<file path="config.mk">
export PLATFORM = sky130hd
export DESIGN_NAME = efc_counters
export DESIGN_NICKNAME = d
export VERILOG_FILES = /design/src/hdl/efc_pkg.sv /design/src/hdl/efc_counters.sv
export SDC_FILE = /design/constraint.sdc
export NUM_CORES = 1
export LEC_CHECK = 0
export BUFFER_PORTS_ARGS = -buffer_cell sky130_fd_sc_hd__buf_2
export CAP_MARGIN = 30
export CORE_MARGIN = 2
export CORE_UTILIZATION = 30
export DETAILED_ROUTE_END_ITERATION = 6
export PLACE_DENSITY = 0.48
export SLEW_MARGIN = 30
export SYNTH_ARGS = -nofsm -noshare
export SYNTH_HDL_FRONTEND = slang
export SYNTH_SLANG_ARGS = --single-unit
</file>
<file path="constraint.sdc">
create_clock -name aclk -period 2.5 [get_ports aclk]
set_input_delay 0.25 -clock aclk [delete_from_list [all_inputs] [get_ports aclk]]
set_output_delay 0.25 -clock aclk [all_outputs]
set_load 0.05 [all_outputs]
</file>
<file path="src/hdl/efc_pkg.sv">
// constants for the e1 error counter and alarm latch block
package efc_pkg;
   // register indices; byte address is four times the index
   localparam logic [7:0] IDX_PRBS_ERR = 8'h10;
   localparam logic [7:0] IDX_PRBS_MF = 8'h11;
   localparam logic [7:0] IDX_ALARM = 8'h12;
   localparam logic [7:0] IDX_FAS = 8'h13;
   localparam logic [7:0] IDX_EBIT_HI = 8'h14;
   localparam logic [7:0] IDX_EBIT_LO = 8'h15;
   localparam logic [7:0] IDX_LV_HI = 8'h16;
   localparam logic [7:0] IDX_LV_LO = 8'h17;
   localparam logic [7:0] IDX_CRC_HI = 8'h18;
   localparam logic [7:0] IDX_CRC_LO = 8'h19;
   localparam logic [7:0] IDX_CTRL = 8'h20;
   localparam logic [7:0] IDX_IRQ_STAT = 8'h21;
   localparam logic [7:0] IDX_IRQ_MASK = 8'h22;
   localparam int ADDR_LSB = 2;
   localparam int AW = 10;
   // control register fields
   localparam int CTRL_E1_BIT = 0;
   localparam int CTRL_PAGE_LSB = 4;
   localparam int PAGE_W = 3;
   localparam logic [PAGE_W-1:0] COUNTER_PAGE = 3'h4;
   localparam logic [7:0] CTRL_RESET = 8'h00;
   localparam logic [7:0] CTRL_MASK = 8'h71;
   // alarm latch bit positions
   localparam int AL_REMOTE = 7;
   localparam int AL_ALL_ONES = 6;
   localparam int AL_SLOT16 = 5;
   localparam int AL_LOSS = 4;
   localparam int AL_ALT = 3;
   localparam int AL_MULTIFRAME_ALARM_LATCH = 2;
   localparam int AL_SLIP = 1;
   // overflow status bit positions
   localparam int OV_PRBS = 0;
   localparam int OV_PRBS_MF = 1;
   localparam int OV_FAS = 2;
   localparam int OV_EBIT = 3;
   localparam int OV_LV = 4;
   localparam int OV_CRC = 5;
   localparam int OV_W = 6;
   // counter widths
   localparam int W_BYTE = 8;
   localparam int W_TEN = 10;
   localparam int W_LV = 16;
   // line pattern thresholds in bit periods
   localparam int LOSS_ZEROS = 192;
   localparam int ALT_BITS = 512;
   localparam int RUN_W = 10;
   // axi responses
   localparam logic [1:0] RESP_OKAY = 2'h0;
   localparam logic [1:0] RESP_SLVERR = 2'h2;
endpackage

</file>
<file path="src/hdl/efc_counters.sv">
// e1 performance counters, clear-on-read alarm latch and axi4-lite slave
//
// The implementer's own choice: the AXI4-Lite slave port.
`timescale 1ns/1ns
`default_nettype none

module efc_event_counter #(parameter int W = 8)
(
   // clock and reset
   input wire logic aclk,
   input wire logic aresetn,
   // control
   input wire logic inc,
   input wire logic clr,
   input wire logic load,
   input wire logic [W-1:0] load_val,
   // state
   output logic [W-1:0] count,
   output logic wrap
);
   logic [W-1:0] count_reg;
   assign count = count_reg;
   // wrap from all ones is an ordinary increment
   assign wrap = inc && !clr && !load && (&count_reg);
   always_ff @(posedge aclk)
   begin
      if (!aresetn)
         count_reg <= '0;
      else if (clr)
         count_reg <= '0;
      else if (load)
         count_reg <= load_val;
      else if (inc)
         count_reg <= count_reg + 1'b1;
   end
endmodule

module efc_counters
(
   // clock and reset
   input wire logic aclk,
   input wire logic aresetn,
   // axi4-lite write address and data
   input wire logic [9:0] s_axi_awaddr,
   input wire logic s_axi_awvalid,
   output logic s_axi_awready,
   input wire logic [31:0] s_axi_wdata,
   input wire logic [3:0] s_axi_wstrb,
   input wire logic s_axi_wvalid,
   output logic s_axi_wready,
   // axi4-lite write response
   output logic [1:0] s_axi_bresp,
   output logic s_axi_bvalid,
   input wire logic s_axi_bready,
   // axi4-lite read
   input wire logic [9:0] s_axi_araddr,
   input wire logic s_axi_arvalid,
   output logic s_axi_arready,
   output logic [31:0] s_axi_rdata,
   output logic [1:0] s_axi_rresp,
   output logic s_axi_rvalid,
   input wire logic s_axi_rready,
   // receive framer events, one-cycle pulses
   input wire logic prbs_error,
   input wire logic crc_multiframe,
   input wire logic remote_alarm,
   input wire logic all_ones_alarm,
   input wire logic slot16_all_ones,
   input wire logic multiframe_alarm,
   input wire logic receive_slip,
   input wire logic fas_error,
   input wire logic ebit_error,
   input wire logic line_violation,
   input wire logic crc4_error,
   // received bit stream
   input wire logic rx_bit,
   input wire logic rx_bit_valid,
   // interrupt
   output logic irq
);
   logic awready_reg, wready_reg, bvalid_reg, arready_reg, rvalid_reg, irq_reg, w_lane0_reg;
   logic [1:0] bresp_reg, rresp_reg;
   logic [31:0] rdata_reg;
   logic [7:0] aw_idx_reg, w_data_reg, ctrl_reg, alarm_reg, alarm_next, wr_idx, rd_idx, rd_byte;
   logic [efc_pkg::OV_W-1:0] ov_stat_reg, ov_mask_reg, ov_event;
   logic [efc_pkg::RUN_W-1:0] zero_run_reg, alt_run_reg;
   logic prev_bit_reg, loss_reg, alt_reg, loss_set, alt_set, rd_hit, wr_hit;
   logic e1_on, page_ok, do_write, rd_take, wr_prbs, rd_alarm;
   logic [efc_pkg::W_BYTE-1:0] prbs_cnt, mf_cnt, fas_cnt;
   logic [efc_pkg::W_TEN-1:0] ebit_cnt, crc_cnt;
   logic [efc_pkg::W_LV-1:0] lv_cnt;
   assign s_axi_awready = awready_reg;
   assign s_axi_wready = wready_reg;
   assign s_axi_bvalid = bvalid_reg;
   assign s_axi_bresp = bresp_reg;
   assign s_axi_arready = arready_reg;
   assign s_axi_rvalid = rvalid_reg;
   assign s_axi_rdata = rdata_reg;
   assign s_axi_rresp = rresp_reg;
   assign irq = irq_reg;
   assign e1_on = ctrl_reg[efc_pkg::CTRL_E1_BIT];
   assign page_ok = ctrl_reg[efc_pkg::CTRL_PAGE_LSB +: efc_pkg::PAGE_W]
                    == efc_pkg::COUNTER_PAGE;
   // write path: address and data are taken in either order
   assign do_write = !awready_reg && !wready_reg && !bvalid_reg;
   assign wr_idx = aw_idx_reg;
   assign rd_idx = s_axi_araddr[efc_pkg::ADDR_LSB +: 8];
   assign rd_take = s_axi_arvalid && arready_reg;
   assign wr_prbs = do_write && w_lane0_reg && page_ok
                    && wr_idx == efc_pkg::IDX_PRBS_ERR;
   assign rd_alarm = rd_take && page_ok && rd_idx == efc_pkg::IDX_ALARM;
   always_ff @(posedge aclk)
   begin
      if (!aresetn)
      begin
         awready_reg <= 1'b1;
         aw_idx_reg <= 8'h00;
      end
      else if (awready_reg && s_axi_awvalid)
      begin
         awready_reg <= 1'b0;
         aw_idx_reg <= s_axi_awaddr[efc_pkg::ADDR_LSB +: 8];
      end
      else if (do_write)
         awready_reg <= 1'b1;
   end
   always_ff @(posedge aclk)
   begin
      if (!aresetn)
      begin
         wready_reg <= 1'b1;
         w_data_reg <= 8'h00;
         w_lane0_reg <= 1'b0;
      end
      else if (wready_reg && s_axi_wvalid)
      begin
         wready_reg <= 1'b0;
         w_data_reg <= s_axi_wdata[7:0];
         w_lane0_reg <= s_axi_wstrb[0];
      end
      else if (do_write)
         wready_reg <= 1'b1;
   end
   // own registers answer on any page, counter group only on its page
   assign wr_hit = (wr_idx >= efc_pkg::IDX_CTRL && wr_idx <= efc_pkg::IDX_IRQ_MASK)
                   || (page_ok && wr_idx >= efc_pkg::IDX_PRBS_ERR
                       && wr_idx <= efc_pkg::IDX_CRC_LO);
   always_ff @(posedge aclk)
   begin
      if (!aresetn)
      begin
         bvalid_reg <= 1'b0;
         bresp_reg <= efc_pkg::RESP_OKAY;
      end
      else if (do_write)
      begin
         bvalid_reg <= 1'b1;
         bresp_reg <= wr_hit ? efc_pkg::RESP_OKAY : efc_pkg::RESP_SLVERR;
      end
      else if (s_axi_bready)
         bvalid_reg <= 1'b0;
   end
   // control: e1 mode and page select; undefined bits hold zero
   always_ff @(posedge aclk)
   begin
      if (!aresetn)
         ctrl_reg <= efc_pkg::CTRL_RESET;
      else if (do_write && w_lane0_reg && wr_idx == efc_pkg::IDX_CTRL)
         ctrl_reg <= w_data_reg & efc_pkg::CTRL_MASK;
   end
   always_ff @(posedge aclk)
   begin
      if (!aresetn)
         ov_mask_reg <= '0;
      else if (do_write && w_lane0_reg && wr_idx == efc_pkg::IDX_IRQ_MASK)
         ov_mask_reg <= w_data_reg[efc_pkg::OV_W-1:0];
   end
   // counters; read-only ones ignore writes
   efc_event_counter #(.W(efc_pkg::W_BYTE)) u_prbs
   (
      .aclk(aclk), .aresetn(aresetn), .inc(prbs_error && e1_on), .clr(1'b0),
      .load(wr_prbs), .load_val(w_data_reg), .count(prbs_cnt), .wrap(ov_event[efc_pkg::OV_PRBS])
   );
   efc_event_counter #(.W(efc_pkg::W_BYTE)) u_prbs_mf
   (
      .aclk(aclk), .aresetn(aresetn), .inc(crc_multiframe && e1_on), .clr(wr_prbs),
      .load(1'b0), .load_val('0), .count(mf_cnt), .wrap(ov_event[efc_pkg::OV_PRBS_MF])
   );
   efc_event_counter #(.W(efc_pkg::W_BYTE)) u_fas
   (
      .aclk(aclk), .aresetn(aresetn), .inc(fas_error && e1_on), .clr(1'b0),
      .load(1'b0), .load_val('0), .count(fas_cnt), .wrap(ov_event[efc_pkg::OV_FAS])
   );
   efc_event_counter #(.W(efc_pkg::W_TEN)) u_ebit
   (
      .aclk(aclk), .aresetn(aresetn), .inc(ebit_error && e1_on), .clr(1'b0),
      .load(1'b0), .load_val('0), .count(ebit_cnt), .wrap(ov_event[efc_pkg::OV_EBIT])
   );
   efc_event_counter #(.W(efc_pkg::W_LV)) u_lv
   (
      .aclk(aclk), .aresetn(aresetn), .inc(line_violation && e1_on), .clr(1'b0),
      .load(1'b0), .load_val('0), .count(lv_cnt), .wrap(ov_event[efc_pkg::OV_LV])
   );
   efc_event_counter #(.W(efc_pkg::W_TEN)) u_crc
   (
      .aclk(aclk), .aresetn(aresetn), .inc(crc4_error && e1_on), .clr(1'b0),
      .load(1'b0), .load_val('0), .count(crc_cnt), .wrap(ov_event[efc_pkg::OV_CRC])
   );
   // loss of signal: run of zero bit periods, saturating
   assign loss_set = rx_bit_valid && !rx_bit && !loss_reg
                     && zero_run_reg == efc_pkg::RUN_W'(efc_pkg::LOSS_ZEROS - 1);
   always_ff @(posedge aclk)
   begin
      if (!aresetn)
      begin
         zero_run_reg <= '0;
         loss_reg <= 1'b0;
      end
      else if (rx_bit_valid)
      begin
         if (rx_bit)
         begin
            zero_run_reg <= '0;
            loss_reg <= 1'b0;
         end
         else if (!loss_reg)
         begin
            zero_run_reg <= zero_run_reg + 1'b1;
            loss_reg <= loss_set;
         end
      end
   end
   // alternating pattern: run of bits each differing from the last
   assign alt_set = rx_bit_valid && rx_bit != prev_bit_reg && !alt_reg
                    && alt_run_reg == efc_pkg::RUN_W'(efc_pkg::ALT_BITS - 1);
   always_ff @(posedge aclk)
   begin
      if (!aresetn)
      begin
         alt_run_reg <= '0;
         alt_reg <= 1'b0;
         prev_bit_reg <= 1'b0;
      end
      else if (rx_bit_valid)
      begin
         prev_bit_reg <= rx_bit;
         if (rx_bit == prev_bit_reg)
         begin
            alt_run_reg <= '0;
            alt_reg <= 1'b0;
         end
         else if (!alt_reg)
         begin
            alt_run_reg <= alt_run_reg + 1'b1;
            alt_reg <= alt_set;
         end
      end
   end
   // alarm latch: a set in the reading cycle survives the clear
   always_comb
   begin
      alarm_next = rd_alarm ? 8'h00 : alarm_reg;
      if (e1_on)
      begin
         alarm_next[efc_pkg::AL_REMOTE] = alarm_next[efc_pkg::AL_REMOTE] | remote_alarm;
         alarm_next[efc_pkg::AL_ALL_ONES] = alarm_next[efc_pkg::AL_ALL_ONES] | all_ones_alarm;
         alarm_next[efc_pkg::AL_SLOT16] = alarm_next[efc_pkg::AL_SLOT16] | slot16_all_ones;
         alarm_next[efc_pkg::AL_LOSS] = alarm_next[efc_pkg::AL_LOSS] | loss_set;
         alarm_next[efc_pkg::AL_ALT] = alarm_next[efc_pkg::AL_ALT] | alt_set;
         alarm_next[efc_pkg::AL_MULTIFRAME_ALARM_LATCH] = alarm_next[efc_pkg::AL_MULTIFRAME_ALARM_LATCH] | multiframe_alarm;
         alarm_next[efc_pkg::AL_SLIP] = alarm_next[efc_pkg::AL_SLIP] | receive_slip;
      end
      alarm_next[0] = 1'b0;
   end
   always_ff @(posedge aclk)
   begin
      if (!aresetn)
         alarm_reg <= 8'h00;
      else
         alarm_reg <= alarm_next;
   end
   // overflow status: write one to clear, new event wins
   always_ff @(posedge aclk)
   begin
      if (!aresetn)
         ov_stat_reg <= '0;
      else if (do_write && w_lane0_reg && wr_idx == efc_pkg::IDX_IRQ_STAT)
         ov_stat_reg <= (ov_stat_reg & ~w_data_reg[efc_pkg::OV_W-1:0]) | ov_event;
      else
         ov_stat_reg <= ov_stat_reg | ov_event;
   end
   always_ff @(posedge aclk)
   begin
      if (!aresetn)
         irq_reg <= 1'b0;
      else
         irq_reg <= |(ov_stat_reg & ov_mask_reg);
   end
   // read decode; counter bytes read live, no snapshot across the pair
   always_comb
   begin
      rd_byte = 8'h00;
      rd_hit = page_ok || rd_idx >= efc_pkg::IDX_CTRL;
      unique case (rd_idx)
         efc_pkg::IDX_PRBS_ERR: rd_byte = prbs_cnt;
         efc_pkg::IDX_PRBS_MF: rd_byte = mf_cnt;
         efc_pkg::IDX_ALARM: rd_byte = alarm_reg;
         efc_pkg::IDX_FAS: rd_byte = fas_cnt;
         efc_pkg::IDX_EBIT_HI: rd_byte = {6'h00, ebit_cnt[9:8]};
         efc_pkg::IDX_EBIT_LO: rd_byte = ebit_cnt[7:0];
         efc_pkg::IDX_LV_HI: rd_byte = lv_cnt[15:8];
         efc_pkg::IDX_LV_LO: rd_byte = lv_cnt[7:0];
         efc_pkg::IDX_CRC_HI: rd_byte = {6'h00, crc_cnt[9:8]};
         efc_pkg::IDX_CRC_LO: rd_byte = crc_cnt[7:0];
         efc_pkg::IDX_CTRL: rd_byte = ctrl_reg;
         efc_pkg::IDX_IRQ_STAT: rd_byte = 8'(ov_stat_reg);
         efc_pkg::IDX_IRQ_MASK: rd_byte = 8'(ov_mask_reg);
         default: rd_hit = 1'b0;
      endcase
      if (!rd_hit)
         rd_byte = 8'h00;
   end
   always_ff @(posedge aclk)
   begin
      if (!aresetn)
      begin
         arready_reg <= 1'b1;
         rvalid_reg <= 1'b0;
         rdata_reg <= 32'h0000_0000;
         rresp_reg <= efc_pkg::RESP_OKAY;
      end
      else if (rd_take)
      begin
         arready_reg <= 1'b0;
         rvalid_reg <= 1'b1;
         rdata_reg <= {24'h00_0000, rd_byte};
         rresp_reg <= rd_hit ? efc_pkg::RESP_OKAY : efc_pkg::RESP_SLVERR;
      end
      else if (rvalid_reg && s_axi_rready)
      begin
         arready_reg <= 1'b1;
         rvalid_reg <= 1'b0;
      end
   end
endmodule

`default_nettype wire

</file>
==> summary.md <==
| Metric | Value |
|---|---|
| Status | completed |
| Critical Path End Type | flop |
| Met3 usage | about 3.2% |
| Antenna Cells | 0 |
| Hold Buf Count CTS | 0 |
| Most common cell on crit path | or3_1 |
| RSZ-0062 raised after global routing | false |
| TritonRoute pass-1 iters | 5 |
| Crit path required time | 2810 ps |
| YS warnings | 0 |
| Worst Tran Pin Value | 722.6 ps |
| Data arrival, critical path | between 2000 and 2500 ps |
| Initial Utilization | between 30% and 40% |
| Max-slew violations | 0 |
| CTS Buf Count | 17 |
| DRT iter0 DRCs | just under 400 |
| Placer Congestion | 0.8051 |
| Pwr/cell area | approximately 650 nW/um^2 |
| Top_reg_cell synth | dfxtp_1 |
| Sink Count | 139 |
| Final #Nets | between 900 and 1000 |
| Worst IR drop on VDD | 0.3558 mV |
| Die span in y | approximately 160 um |
| Worst-Skew Late Latency | approximately 430 ps |
| Grt ovf | 0 |
| Post-synthesis cell count | 851 |
| GR peak layer | met2 |
| Area leader, netlist | dfxtp_1 |
| CP max stage delay | roughly 440 ps |
| Avg Cell Area, Syn | 8.176 um^2 |
| DR vias | about 6000 |
| Fillcell total | between 2000 and 2500 |
| Leakage | about 0.0030 uW |
| First-pass GRT wire length | roughly 30000 um |
| Post-Synthesis Cell Area | between 6000 and 7000 um^2 |
| P&R area growth vs syn | 15.90% |
| Max Fclk | 466.7 MHz |
| CTS root buf | clkbuf_16 |
| Clock H-tree levels | 4 |
| Vias in the first global route | around 5600 |
| Port Buffer Count | 60 |
| FP Rows | 55 |
| Hold Crit Depth | 3 |
| Largest net degree at the start of global routing | ~110 |
| Die area | approximately 24000 um^2 |
| Initial antenna violation count | 1 |
| Fin util | between 30 and 40% |
| Final critical-path required period | ~2100 ps |
| Worst r2r path cells | 6 |
| Routed Antenna Nets | 0 |
| Clk pin slew, worst setup/hold paths | approximately 60 ps |
| Crit start category | flop |
| Ranking of synthesized cells by area | dfxtp_1 40%, nor2_1 5.7%, nand2_1 5.1% |
| PostCTS Resize Cnt | 0 |
| CP max FO | 14 |
| Met1 Resource Use GR | 22.14% |
| DR WL/cell | roughly 16 um |
| Die width | around 160 um |
| Number of flops mapped to enable cells by yosys | 0 |
| Gr usage total | about 16% |
| Flops & latches, synth | roughly 140 |
| Slowest CP cell | or3_1 |
| Total Routed Length | about 19000 um |
| Global-route met2 utilization | between 20% and 30% |
| Post-DR vias/cell | ~5 |
| Post CTS Setup Buffer Count | 0 |
| Drc violations | 0 |
| Share of layout cells above drive strength 1 | 15.43% |
| Setup violations, final | 0 |
| Number of library cell types mapped by synthesis | 65 |
| CTS tree | built |
| Core Footprint | roughly 23000 um^2 |
| Worst Skew | about 8.8 ps |
| FFs w/ async S/R, synth | 0% |
| Worst-path cell chain | or3b_1, or3_1, or3_1, buf_4, o21ai_0, a21oi_1 |
| Sequential-to-total area share from yosys stat | between 30% and 40% |
| Final Hold Vio Count | 0 |
| Reg-to-reg setup timing slack | 360 ps |
| Max FFs per register | 16 |
| Critical path type | reg2reg |
| Slew HR | between 50% and 60% |
| IO Count | 118 |
| Period utilization | around 86% |
| Setup TNS after final layout | 0 ps |
| Max-Cap Viols | 0 |
| Path type of the worst min-delay path | in2reg |
| Synth top area share | ~40% |
| Longest Clk Path Bufs | 2 |
| DP HPWL | approximately 14000 um |
## synthesized netlist by cell type (8+ instances only)
cell and n:
xnor2_1 9, nand4_1 14, ha_1 8, o21ai_0 50, dfxtp_1 139, or2_2 8, nor2_1 105, a22oi_1 16
xor2_1 34, nor3_1 17, inv_1 17, buf_4 26, or3_1 18, nand2b_1 8, a21oi_1 66, nand3_1 51
nor4_1 9, and3_1 12, clkbuf_1 26, mux2i_1 23, nand2_1 94
## metal layers
metal | up-vias | part of all wire [%] | routed length, um
li1 | 3068 | - | -
met1 | 2807 | 49 | 9397
met2 | 128 | 45 | 8561
met3 | 15 | 4.4 | 845
met4 | 2 | 1.1 | 212
met5 | - | 0.037 | 7
## final timing paths
| path | endpoint | startpoint |
|---|---|---|
| hold / removal | aw_idx_reg[5] | s_axi_awaddr[7] |
| hold reg to reg | aw_idx_reg[2] | aw_idx_reg[2] |
| setup / recovery | u_prbs.count[7] | ctrl_reg[4] |
| setup reg to reg | u_prbs.count[7] | ctrl_reg[4] |
## worst max-delay path: cells and delay by family (launching register included)
| family | cells | cell delay (ps) |
|---|---|---|
| flip-flops | 1 | 340 |
| AND/OR/NAND/NOR | 3 | 1230 |
| buffers and inverters | 1 | 250 |
| AO/OA/AOI/OAI | 2 | 200 |
## cell usage in the layout, fill, tap and decap left out, drive strengths merged, types with 9 or more instances in the layout
cell type  Yosys  layout
mux2i         23      23
inv           17      19
nor2         105     105
buf           40      78
nor3          18      18
a22oi         16      16
xnor2          9       9
a21oi         66      66
nand4         14      14
o21ai         50      50
nand2         95      95
nor4           9       9
xor2          34      34
a211oi        10      10
dfxtp        139     139
clkbuf        26      20
conb           1      26
nand3         51      51
or3           18      18
and3          12      12
## final cells by class
| class | count | area (um^2) | share of cell area, % |
|---|---|---|---|
| Sequential cell | 139 | 2783 | 34.51 |
| Timing Repair Buffer | 78 | 447.9 | 5.555 |
| Clock buffer | 20 | 446.7 | 5.539 |
| Tap cell | 285 | 356.6 | 4.422 |
| Multi-Input combinational cell | 654 | 3827 | 47.46 |
| Clock inverter | 12 | 137.6 | 1.707 |
| Inverter | 17 | 65.06 | 0.8068 |
## through the flow
step / hold WS [ps] / total power [uW] / worst slack (ps) / cell area, um^2 / cells
floorplan: 397.5 / 2630 / 593.2 / 7052 / 876
global placement: 445.3 / 2722 / 384.3 / 7480 / 1173
detailed placement: 444.9 / 2722 / 372.1 / 7480 / 1173
CTS: 57.64 / 5267 / 353.7 / 8064 / 1205
global route: 81.05 / 5393 / 246.6 / 8064 / 1205
finish: 77.85 / 5204 / 357.1 / 8064 / 1205
## logic make-up (layout without fill, tap and decap cells)
kind of cell / count (synthesis) / in the layout / synth area share, %
AND/OR/NAND/NOR: 367 / 367 / 25.54
AO/OA/AOI/OAI: 178 / 178 / 15.97
flip-flops: 139 / 139 / 39.99
buffers and inverters: 83 / 127 / 6.348
XOR/XNOR: 43 / 43 / 5.413
multiplexers: 32 / 32 / 5.251
adder cells (fa/ha/maj): 8 / 8 / 1.439
other: 1 / 26 / 0.05390
## report_power, final
part           internal (uW)  total (uW)  leakage [uW]  switching, uW
Clock                   1500        2530      0.000281           1030
Sequential              2240        2270       0.00112           26.5
Combinational            101         401       0.00161            300
Total                   3850        5200       0.00301           1350
(Power assumes the default switching activity.)
